$ cat src/shared/fsw_pkg.sv
// Purpose: shared constants and carrier types for the fail-safe relay watchdog
// Assumes: 250 MHz system clock
// Notes:   times are kept in their own unit, cycle counts derive from them
`default_nettype none
package fsw_pkg;
  // ----------------------------------------------------------------------
  // timing
  // ----------------------------------------------------------------------
  localparam int unsigned CLK_HZ        = 250_000_000;
  localparam int unsigned MS_PER_SEC    = 1000;
  localparam int unsigned CYC_PER_MS    = CLK_HZ / MS_PER_SEC;
  localparam int unsigned KEEPALIVE_MS  = 10;
  localparam int unsigned TIMEOUT_MS    = 15;
  localparam int unsigned TIMEOUT_CYC   = TIMEOUT_MS * CYC_PER_MS;
  localparam int unsigned DIAG_WAIT_MS  = 1;
  localparam int unsigned DIAG_WAIT_CYC = DIAG_WAIT_MS * CYC_PER_MS;
  localparam int unsigned MS_W          = 16;
  localparam int unsigned RESP_LIMIT_MS = 100;

  // ----------------------------------------------------------------------
  // carriers
  // ----------------------------------------------------------------------
  typedef struct packed {
    logic       valid;  // one-cycle pulse
    logic [1:0] state;  // bit0 relay c, bit1 relay d; 1 = energized
  } fsw_relay_cmd_t;

  typedef struct packed {
    logic            done;   // one-cycle pulse
    logic            error;  // relays never responded, or stayed energized past RESP_LIMIT_MS
    logic [MS_W-1:0] ms;     // response time in milliseconds
  } fsw_diag_res_t;
endpackage
`default_nettype wire

$ cat src/hw/fsw_watchdog.sv
// Purpose: fail-safe watchdog guarding two supplementary relays, with diagnostic
// Assumes: keep-alive and setup commands come from logic on mclk_i;
//          relay contact feedback and the stable flag are outside pins
// Notes:   timeout is a parameter so simulation may shorten it
`timescale 1ns/1ns
`default_nettype none
// Behaviour
// - after reset no relay energizes until readings are flagged stable
// - watchdog expiry forces both relays de-energized, overriding commands
// - each keep-alive restarts timer; silence lets it expire by itself
// - diagnostic samples both relay contacts for up to DIAG_CYCLES, waiting for the processor's setup to show as both energized
// - relays not responding in diagnostic report an error, no timing
// - responding relays lead to measuring fail-safe response in milliseconds
// - time spans last keep-alive received until both relays de-energized
// - one status output per relay, high while energized
module fsw_watchdog
  import fsw_pkg::*;
#(
  parameter int unsigned TIMEOUT_CYCLES = fsw_pkg::TIMEOUT_CYC,    // must exceed the keep-alive period
  parameter int unsigned DIAG_CYCLES    = fsw_pkg::DIAG_WAIT_CYC,
  parameter int unsigned MS_CYCLES      = fsw_pkg::CYC_PER_MS
) (
  // clock and reset
  input  wire logic                    mclk_i,
  input  wire logic                    sys_rst_i,
  // processor side
  input  wire logic                    keepalive_i,
  input  wire logic                    readings_stable_i,
  input  wire fsw_pkg::fsw_relay_cmd_t relay_cmd_i,
  input  wire logic                    diag_start_i,
  // relay pins
  input  wire logic [1:0]              relay_fb_i,
  output logic      [1:0]              relay_drive_o,
  output logic      [1:0]              relay_status_o,
  // watchdog and diagnostic report
  output logic                         wd_fired_o,
  output fsw_pkg::fsw_diag_res_t       diag_res_o
);
  import fsw_pkg::*;

  // ----------------------------------------------------------------------
  // types and state
  // ----------------------------------------------------------------------
  typedef enum logic [2:0] {
    FSW_IDLE, FSW_SETUP_WAIT, FSW_ARM, FSW_MEASURE
  } fsw_diag_t;

  typedef struct packed {
    logic [31:0]     wd_cnt;
    logic            fired;
    logic            armed;    // keep-alive seen since expiry
    logic [1:0]      relay;
    logic [1:0]      status;
    fsw_diag_t       diag;
    logic [31:0]     diag_cnt;
    logic [31:0]     ms_div;
    logic [MS_W-1:0] ms;
    fsw_diag_res_t   res;
  } fsw_state_t;

  fsw_state_t st;
  fsw_state_t next_st;
  logic [1:0] fb;
  logic       stable;

  // outside levels pass the filtered synchroniser
  fsw_sync3 u_sync_fb0 (.mclk_i(mclk_i), .sys_rst_i(sys_rst_i), .async_i(relay_fb_i[0]), .sync_o(fb[0]));
  fsw_sync3 u_sync_fb1 (.mclk_i(mclk_i), .sys_rst_i(sys_rst_i), .async_i(relay_fb_i[1]), .sync_o(fb[1]));
  fsw_sync3 u_sync_stb (.mclk_i(mclk_i), .sys_rst_i(sys_rst_i), .async_i(readings_stable_i), .sync_o(stable));

  // ----------------------------------------------------------------------
  // next state
  // ----------------------------------------------------------------------
  always_comb begin
    next_st          = st;
    next_st.res.done = 1'b0;
    // keep-alive restarts the timer, silence runs it to expiry
    if (keepalive_i) begin
      next_st.wd_cnt = '0;
      next_st.fired  = 1'b0;
      next_st.armed  = 1'b1;
    end else if (st.wd_cnt >= TIMEOUT_CYCLES - 1) begin
      next_st.fired  = 1'b1;
      next_st.armed  = 1'b0;
    end else begin
      next_st.wd_cnt = st.wd_cnt + 32'h1;
    end
    // a setup command only lands once stable and the watchdog is rearmed
    if (relay_cmd_i.valid && stable && st.armed && !st.fired) begin
      next_st.relay = relay_cmd_i.state;
    end
    if (!stable) begin
      next_st.relay = 2'b00;
    end
    if (next_st.fired) begin
      next_st.relay = 2'b00;                                 // expiry overrides
    end
    next_st.status = fb;

    // diagnostic sequence
    case (st.diag)
      FSW_IDLE: begin
        if (diag_start_i) begin
          next_st.diag     = FSW_SETUP_WAIT;
          next_st.diag_cnt = '0;
        end
      end
      FSW_SETUP_WAIT: begin
        // processor issued setup; sample the contacts within the window
        if (fb == 2'b11) begin
          next_st.diag = FSW_ARM;
        end else if (st.diag_cnt >= DIAG_CYCLES - 1) begin
          next_st.diag      = FSW_IDLE;
          next_st.res.done  = 1'b1;
          next_st.res.error = 1'b1;
          next_st.res.ms    = '0;
        end else begin
          next_st.diag_cnt = st.diag_cnt + 32'h1;
        end
      end
      FSW_ARM: begin
        // timing begins at the keep-alive the reset logic receives
        if (keepalive_i) begin
          next_st.diag   = FSW_MEASURE;
          next_st.ms_div = '0;
          next_st.ms     = '0;
        end
      end
      FSW_MEASURE: begin
        if (keepalive_i) begin
          next_st.ms_div = '0;                               // restart on later pulses
          next_st.ms     = '0;
        end else if (fb == 2'b00) begin
          next_st.diag      = FSW_IDLE;
          next_st.res.done  = 1'b1;
          next_st.res.error = 1'b0;
          next_st.res.ms    = st.ms;
        end else if (st.ms_div >= MS_CYCLES - 1) begin
          next_st.ms_div = '0;
          next_st.ms     = st.ms + 1'b1;
          // relays stuck energized: give up with an error
          if (st.ms >= MS_W'(RESP_LIMIT_MS)) begin
            next_st.diag      = FSW_IDLE;
            next_st.res.done  = 1'b1;
            next_st.res.error = 1'b1;
            next_st.res.ms    = '0;                          // error, so no timing result
          end
        end else begin
          next_st.ms_div = st.ms_div + 32'h1;
        end
      end
      default: next_st.diag = FSW_IDLE;
    endcase
  end

  // ----------------------------------------------------------------------
  // register
  // ----------------------------------------------------------------------
  always_ff @(posedge mclk_i) begin
    if (sys_rst_i) begin
      // whole-struct clear: an enum member refuses a defaulted integral pattern
      st <= '0;
    end else begin
      st <= next_st;
    end
  end

  assign relay_drive_o  = st.relay;
  assign relay_status_o = st.status;
  assign wd_fired_o     = st.fired;
  assign diag_res_o     = st.res;

  // ----------------------------------------------------------------------
  // checks
  // ----------------------------------------------------------------------
  initial begin
    chk_timeout_longer: assert (TIMEOUT_MS > KEEPALIVE_MS)
      else $error("watchdog timeout not longer than keep-alive period");
  end
endmodule
`default_nettype wire

$ cat src/hw/fsw_sync3.sv
// Purpose: three-flop synchroniser with agreement filter for an outside level
// Assumes: input is asynchronous to mclk_i
// Notes:   output changes only when stages two and three agree
`timescale 1ns/1ns
`default_nettype none
module fsw_sync3 #(
  parameter logic RST_VAL = 1'b0
) (
  // clock and reset
  input  wire logic mclk_i,
  input  wire logic sys_rst_i,
  // level
  input  wire logic async_i,
  output logic      sync_o
);
  typedef struct packed {
    logic s1;
    logic s2;
    logic s3;
    logic q;
  } fsw_sync_st_t;

  fsw_sync_st_t st;
  fsw_sync_st_t next_st;

  // first stage feeds only the second
  always_comb begin
    next_st    = st;
    next_st.s1 = async_i;
    next_st.s2 = st.s1;
    next_st.s3 = st.s2;
    if (st.s2 == st.s3) begin
      next_st.q = st.s3;
    end
  end

  always_ff @(posedge mclk_i) begin
    if (sys_rst_i) begin
      st <= '{s1: RST_VAL, s2: RST_VAL, s3: RST_VAL, q: RST_VAL};
    end else begin
      st <= next_st;
    end
  end

  assign sync_o = st.q;
endmodule
`default_nettype wire

$ cat config.mk
export PLATFORM = sky130hd
export DESIGN_NAME = fsw_watchdog
export DESIGN_NICKNAME = d
export VERILOG_FILES = /design/src/shared/fsw_pkg.sv /design/src/hw/fsw_watchdog.sv /design/src/hw/fsw_sync3.sv
export SDC_FILE = /design/constraint.sdc
export NUM_CORES = 1
export LEC_CHECK = 0
export BUFFER_PORTS_ARGS = -buffer_cell sky130_fd_sc_hd__clkbuf_2
export CORE_MARGIN = 2
export CORE_UTILIZATION = 45
export CTS_CLUSTER_SIZE = 8
export DETAILED_ROUTE_END_ITERATION = 16
export HOLD_SLACK_MARGIN = 0.03
export PLACE_DENSITY = 0.62
export SYNTH_ARGS = -nofsm -noshare
export SYNTH_HDL_FRONTEND = slang
export SYNTH_HIERARCHICAL = 1
export SYNTH_SLANG_ARGS = --single-unit
$ cat constraint.sdc
create_clock -name mclk_i -period 5.2 [get_ports mclk_i]
set_input_delay 0.52 -clock mclk_i [delete_from_list [all_inputs] [get_ports mclk_i]]
set_output_delay 0.52 -clock mclk_i [all_outputs]
set_load 0.02 [all_outputs]
# [After elaboration in Yosys (flattened, before gate mapping)]
# Index checks and enable logic that the tools add are counted.
[word_totals] in_bits=10 mem_bits_ro=0 regBits=151 ram_bits=0 output_inout_bits=23 memories=0 wordCells=94 latchBits=0
[classes] n_reduce_logical=17 mux=26 mul=0 n_eq_ne=18 div=0 bitwise_logic=1 n_addsub=4 order_cmp=4 shifts=0
[op_table] operator="$mux 48" count=3
[op_table] operator="$add 32x1->32 const B" count=3
[op_table] operator="$mux 32" count=3
[op_table] operator="$pmux 48 s2" count=1
[op_table] operator="$mux 18" count=5
[op_table] operator="$ge 32x18->1 const B" count=2
[op_table] operator="$pmux 32 s2" count=1
[op_table] operator="$pmux 18 s2" count=1
[op_table] operator="$mux 35" count=1
[op_table] operator="$mux 34" count=1
[op_table] operator="$ge 32x22->1 const B" count=1
[op_table] operator="$mux 3" count=7
[op_table] operator="$add 16x1->16 const B" count=1
[op_table] operator="$ge 16x7->1 const B" count=1
[op_table] operator="$ne 3x3->1 const B" count=5
[op_table] operator="$ne 2x2->1 const B" count=6
[op_table] operator="$pmux 3 s4" count=1
[op_table] operator="$reduce_and 6->1" count=2
[op_table] operator="$reduce_and 4->1" count=2
[op_table] operator="$reduce_bool 2->1" count=4
[op_table] operator="$eq 3x2->1 const B" count=2
[op_table] operator="$mux 2" count=2
[op_table] operator="$eq 1x1->1" count=3
[op_table] operator="$eq 3x1->1 const B" count=1
[op_table] operator="other kinds (9)" count=11

# [Depth between registers and ports, before layout]
# Gate-level depths: netlist of the first run.
[depth] word_depth=6 depth_mapped=9 mapped_depth_nobuf=7

# [By module]
# Netlist of the first run, hierarchy kept.
[modules_own_cells] mod="fsw_watchdog" instances=1 seq_area_each_um2=2762.6 area_each_um2=6017.0 cells_each=674
[modules_own_cells] mod="fsw_sync3" instances=3 seq_area_each_um2=80.1 area_each_um2=112.6 cells_each=10

# [Least setup slack after synthesis of the first run]
# No wires, ideal clock.
[synth_path] path_kind="input to register" start="input port keepalive_i" end="register st (netlist bit diag_res_o[9])" cell_stages=5 setup_ps=59 arrival_time_ps=2065 path_buffers=2 setup_slack_ps=3076 t_required_ps=5141 path_cell_list="buf_4 > or2_2 > nor4_1 > clkbuf_1 > a22o_1"
[synth_between] elab_chain_len=2
[synth_lines] item="from (decl)" line_no="fsw_watchdog.sv:27" rtl="input wire logic keepalive_i,"
[synth_lines] item="$ne 2x2->1 (no line)"
[synth_lines] item="$reduce_and 6->1 (no line)"
[synth_lines] item="to (signal assigned)" line_no="fsw_watchdog.sv:164" rtl="st <= next_st;"
[synth_lines] item="to (decl)" line_no="fsw_watchdog.sv:61" rtl="fsw_state_t st;"
# Every way passes these cells.
# A chain may end at the register's enable or synchronous reset.

# [Worst setup path after layout of the first run]
[layout_path] start="register st[42] in the netlist's numbering" end="register st[35] in the netlist's numbering"
[layout_between] elab_chain_len=5
[layout_lines] item="$ge 32x18->1" line_no="fsw_watchdog.sv:138" rtl="end else if (st.ms_div >= MS_CYCLES - 1) begin"
[layout_lines] item="$mux 32" line_no="fsw_watchdog.sv:138"
[layout_lines] item="$mux 48" line_no="fsw_watchdog.sv:133" rtl="end else if (fb == 2'b00) begin"
[layout_lines] item="$mux 48" line_no="fsw_watchdog.sv:130" rtl="if (keepalive_i) begin"
[layout_lines] item="$pmux 48 s2" line_no="fsw_watchdog.sv:101" rtl="case (st.diag)"
# Every way passes these cells. The select of a mux whose other input is x is not followed.

==> impl_metrics.tcl, run 1 <==
set metrics [dict create \
    rsz0062_at_grt "no" \
    ant_nets 0 \
    ys_seq_elements 150 \
    power.density_nw_per_um2 358 \
    relSlewSlack_pct 25.7 \
    synthTopCellsByArea "dfxtp_1 47%, nor2_1 5.9%, xnor2_1 4.0%" \
    crit_type "reg -> reg" \
    drc 0 \
    min_path_type "in -> reg" \
    synth_top_area_share_pct 47.3 \
    start_util_pct 46.0 \
    drive_gt1_share_pct 10.8 \
    track_usage_pct 18.0 \
    async_flop_share_pct 0 \
    cp_max_fo 27 \
    synth_cell_types 55 \
    total_power_mw 2.55 \
    pre_cts_slack_ps 1530 \
    post-dp-hpwl_mm 8.69 \
    syn-num-nets 719 \
    dr.first_iter.drc_count 321 \
    status "completed" \
    clockBufferDepth 2 \
    place_congestion 0.849 \
    seq_area_um2 3000 \
    cp-end-kind "flop" \
    clock_latency_ps 420 \
    grt_max_degree 32 \
    wl_mm 12.8 \
    ios 33 \
    slew_viol_final 0 \
    yosysSeqAreaShare_pct 47.3 \
    synthFlopType "dfxtp_1" \
    grt_antenna_before_repair 0 \
    synth_common_cells "150 x dfxtp_1, 100 x nor2_1, 39 x nand2_1" \
    fin_worst_skew_ps 8.67 \
    final.min_clock_period_ps 3680 \
    dr.pass1.iters 6 \
    setup_viol 0 \
    clkTransAtPathRegs_ps 60 \
    fmax_mhz 272 \
    grt_pass1_vias 4653 \
    holdWs_ps 309 \
    yosys_warnings 6 \
    fin_crit_sh_pct 70.7 \
    cp.arrival_ps 4010 \
    dieArea_um2 15100 \
    worstMarginPinSlew_ps 1100 \
    grt_overflow 0 \
    finalHoldViolCount 0 \
    place_inst 868 \
    grt_pass1_wl_mm 21.5 \
    yosysTopAreaCell "dfxtp_1" \
    yosysMostFrequentCell "dfxtp_1" \
    num_vias 4988 \
    syn_inst 704 \
    diodes 0 \
    leakage_nw 2.61 \
    hold_buffers 0 \
    synth-edff-count 0 \
    finalWorstSetupSlack_ps 1520 \
    setup_tns_ps 0 \
    ir_drop_mv 0.239 \
    coreArea_um2 13800 \
    viasPerCell 5.54 \
    cts_tree "yes" \
    multi_input_area_um2 3050 \
    cts.sinks 150 \
    nets 722 \
    io_buffers 32 \
    drv_cap 0 \
    htree_levels 4 \
    wire_per_inst_um 14.2 \
    ctsResizeCount 0 \
    synth.avg_cell_area_um2 9.03 \
    die_y_um 123 \
    syn_area_um2 6350 \
    die_w_um 123 \
    required_ps 5530 \
    final.fill_count 1277 \
    worst_setup_path_start_kind "flop" \
    cts_setup_buffers 0 \
    finalNonFillerCells 900 \
    clockRootBuffer "clkbuf_16" \
    numCtsBuffers 17 \
    areaGrowthSynthToFinish_pct 12.0 \
    rows 43 \
]
cell families after synthesis:
group | share of synthesized area, %
multiplexers | 0.630
XOR/XNOR | 7.30
adder cells (fa/ha/maj) | 0.984
AO/OA/AOI/OAI | 11.8
flip-flops | 47.3
buffers and inverters | 4.96
AND/OR/NAND/NOR | 27.1
placed cells by master, fill, tap and decap left out, drive strengths merged, types with 3 or more instances in the layout:
master,n
ha,5
nand2,39
clkinv,5
o211ai,8
o21ai,23
a22o,16
or2,5
mux2i,4
bufinv,5
dfxtp,150
nand4,22
a21oi,25
xnor2,29
nor4,20
and4,7
o31ai,7
nand2b,3
and3,18
inv,7
o2111ai,5
clkbuf,52
nor2,100
nand3,23
nor3,17
or3,8
nor2b,16
and2,35
or4b,3
a31oi,10
or4,5
xor2,24
power by group:
part | internal (mW) | switching, mW | total [mW] | leakage, nW
Sequential | 1.16 | 0.00444 | 1.16 | 1.21
Combinational | 0.0120 | 0.0329 | 0.0449 | 1.08
Clock | 0.877 | 0.467 | 1.34 | 0.320
Total | 2.04 | 0.504 | 2.55 | 2.61
state kept, by name, summed over array words and instances (netlist names):
signal              flops
u_sync_fb0/next_st      2
relay_status_o          2
u_sync_fb1/st           1
u_sync_stb/sync_o       1
u_sync_fb0/sync_o       1
st                    115
u_sync_stb/next_st      2
u_sync_fb1/next_st      2
wd_fired_o              1
u_sync_stb/st           1
relay_drive_o           2
u_sync_fb1/sync_o       1
u_sync_fb0/st           1
diag_res_o             18
layer usage:
layer	vias up	GRT usage (%)	wire length [um]
met3	25	5.53	512
met1	2380	22.9	6090
li1	2497	-	-
met5	-	0	0
met4	0	6.47	203
met2	86	28.9	5950
layout make-up:
class                           count  share of cell area, %
Timing Repair Buffer               33                   2.36
Tap cell                          180                   3.16
Clock inverter                     12                   2.79
Clock buffer                       20                   6.41
Sequential cell                   150                   42.2
Multi-Input combinational cell    499                   42.8
Inverter                            6                  0.316
critical path, cell delays in order, from the launching register on:
cell       delay [ps]
dfxtp_1           340
or4_4             550
nor3_2            240
o2111ai_2         330
o21ai_0           970
nand2b_1          820
a21oi_1           330
through the flow:
step / area, um2 / utilization (%)
floorplan: 6350 / -
global placement: 6460 / 46.7
detailed placement: 6460 / 46.7
CTS: 7120 / 51.5
global route: 7120 / 51.5
finish: 7120 / 51.5
final timing paths:
| path | startpoint | endpoint | slack, ps | cells after the start |
|---|---|---|---|---|
| setup / recovery | st[42] | st[35] | 1520 | 6 |
| hold / removal | relay_fb_i[0] | u_sync_fb0/next_st[2] | 310 | 2 |
| setup reg to reg | st[42] | st[35] | 1520 | 6 |
| hold reg to reg | u_sync_fb1/next_st[2] | u_sync_fb1/next_st[1] | 450 | 1 |
Note: power is estimated with default switching activity, not from simulation.
==> inputs of run 2 (changes only) <==
Settings changed: PLACE_DENSITY 0.62 to 0.64.
Clock period 5.2 ns to 3.35 ns, I/O delays scaled along.
==> impl_metrics.tcl, run 2 (synthesized netlist as in run 1, its figures left out) <==
set metrics [dict create \
    slew_viol_final 0 \
    path_cells "or4_4 > nor3_2 > o2111ai_2 > o21ai_0 > buf_4 > nand2b_1 > buf_4 > a21oi_1" \
    cts_setup_buffers 0 \
    wl_mm 12.4 \
    finalHoldViolCount 0 \
    p_sw_uw 751 \
    leakage_nw 2.61 \
    largest_register_ffs 115 \
    nets 727 \
    crit_path_max_incr_delay_ps 550 \
    grt_antenna_before_repair 0 \
    grt_pass1_vias 4725 \
    clkTransAtPathRegs_ps 50 \
    stdcell_area_um2 7100 \
    viasPerCell 5.42 \
    track_usage_pct 17.9 \
    total_power_mw 3.82 \
    cp-end-kind "flop" \
    mostFrequentLayoutCell "dfxtp_1" \
    dr.first_iter.drc_count 342 \
    drv_cap 0 \
    clockBufferDepth 2 \
    utilization_pct 51.4 \
    rsz0062_at_grt "no" \
    pre_cts_slack_ps 877 \
    final.fill_count 1264 \
    dr.pass1.iters 5 \
    diodes 0 \
    worstMarginPinSlew_ps 795 \
    start_util_pct 46.0 \
    ios 33 \
    clockRootBuffer "clkbuf_16" \
    cp_common_cell "buf_4" \
    power.density_nw_per_um2 537 \
    ctsResizeCount 0 \
    rows 43 \
    cts.sinks 150 \
    place_congestion 0.812 \
    slowest_stage "or4_4" \
    cp_max_fo 27 \
    worst_setup_path_start_kind "flop" \
    coreArea_um2 13800 \
    relSlewSlack_pct 46.5 \
    seq_area_um2 3000 \
    clock_latency_ps 420 \
    critPathBufInv 2 \
    multi_input_area_um2 3040 \
    areaGrowthSynthToFinish_pct 11.7 \
    fmax_mhz 403 \
    fin_crit_sh_pct 74.1 \
    p_clk_share_pct 51.0 \
    min_path_type "in -> reg" \
    fin_worst_skew_ps 8.01 \
    cp.arrival_ps 2820 \
    crit_type "reg -> reg" \
    p_comb_share_pct 1.9 \
    setup_tns_ps 0 \
    htree_levels 4 \
    required_ps 3690 \
    wire_per_inst_um 13.7 \
    final_cell_mix "150 x dfxtp_1, 100 x nor2_1, 39 x nand2_1, 35 x and2_1, 32 x clkbuf_2" \
    ir_drop_mv 0.472 \
    top_register "st" \
    setup_viol 0 \
    numCtsBuffers 17 \
    placed_area_um2 6500 \
    drc 0 \
    die_w_um 123 \
    status "completed" \
    final.min_clock_period_ps 2480 \
    crit_family "simple AND/OR/NAND/NOR gates" \
    finalWorstSetupSlack_ps 869 \
    grt_pass1_wl_mm 21.5 \
    num_vias 4894 \
    post-dp-hpwl_mm 8.45 \
    drive_gt1_share_pct 10.9 \
    power_frac_seq_pct 47.2 \
    grt_max_degree 32 \
    die_y_um 123 \
    hold_buffers 0 \
    grt_overflow 0 \
    io_buffers 32 \
    switching_share_pct 19.7 \
    dieArea_um2 15100 \
    cts_tree "yes" \
    intPower_mw 3.06 \
    ant_nets 0 \
]
run 2: area by class of cell:
cell class                      instances  area share, %
Sequential cell                       150           42.3
Multi-Input combinational cell        499           42.9
Clock inverter                         10           2.19
Clock buffer                           20           6.29
Tap cell                              180           3.17
Inverter                                6          0.317
Timing Repair Buffer                   38           2.89
run 2: metal layers:
layer  share of wire (%)  GRT usage (%)  vias to the layer above
li1                    -              -                     2495
met3                 2.9           5.53                        4
met2                  49           29.6                       53
met5                   0              0                        -
met1                  48           22.2                     2342
met4                0.48           5.60                        0
run 2: power by group through the flow:
stage          logic (mW)  registers, mW  clock network, mW
2_1_floorplan      0.0524           1.84                  0
3_3_place_gp       0.0698           1.84                  0
3_5_place_dp       0.0716           1.84                  0
4_1_cts            0.0719           1.80               1.99
5_1_grt            0.0809           1.80               2.08
6_report           0.0711           1.80               1.94
run 2: worst register-to-register path, stage by stage (launching register included):
cell	delay (ps)
dfxtp_1	340
or4_4	550
nor3_2	250
o2111ai_2	360
o21ai_0	270
buf_4	200
nand2b_1	70
buf_4	220
a21oi_1	150
run 2: through the flow:
step | hold WS (ps) | instances
6_report | 143 | 903
2_1_floorplan | 404 | 704
4_1_cts | 123 | 903
5_1_grt | 141 | 903
3_5_place_dp | 426 | 873
3_3_place_gp | 436 | 873
run 2: final timing paths:
check / depth (start not counted) / from / endpoint / slack (ps)
setup / recovery: 8 / st[42] / st[35] / 870
hold / removal: 2 / relay_fb_i[1] / u_sync_fb1/next_st[2] / 140
setup reg to reg: 8 / st[42] / st[35] / 870
hold reg to reg: 1 / u_sync_stb/next_st[2] / u_sync_stb/next_st[1] / 430
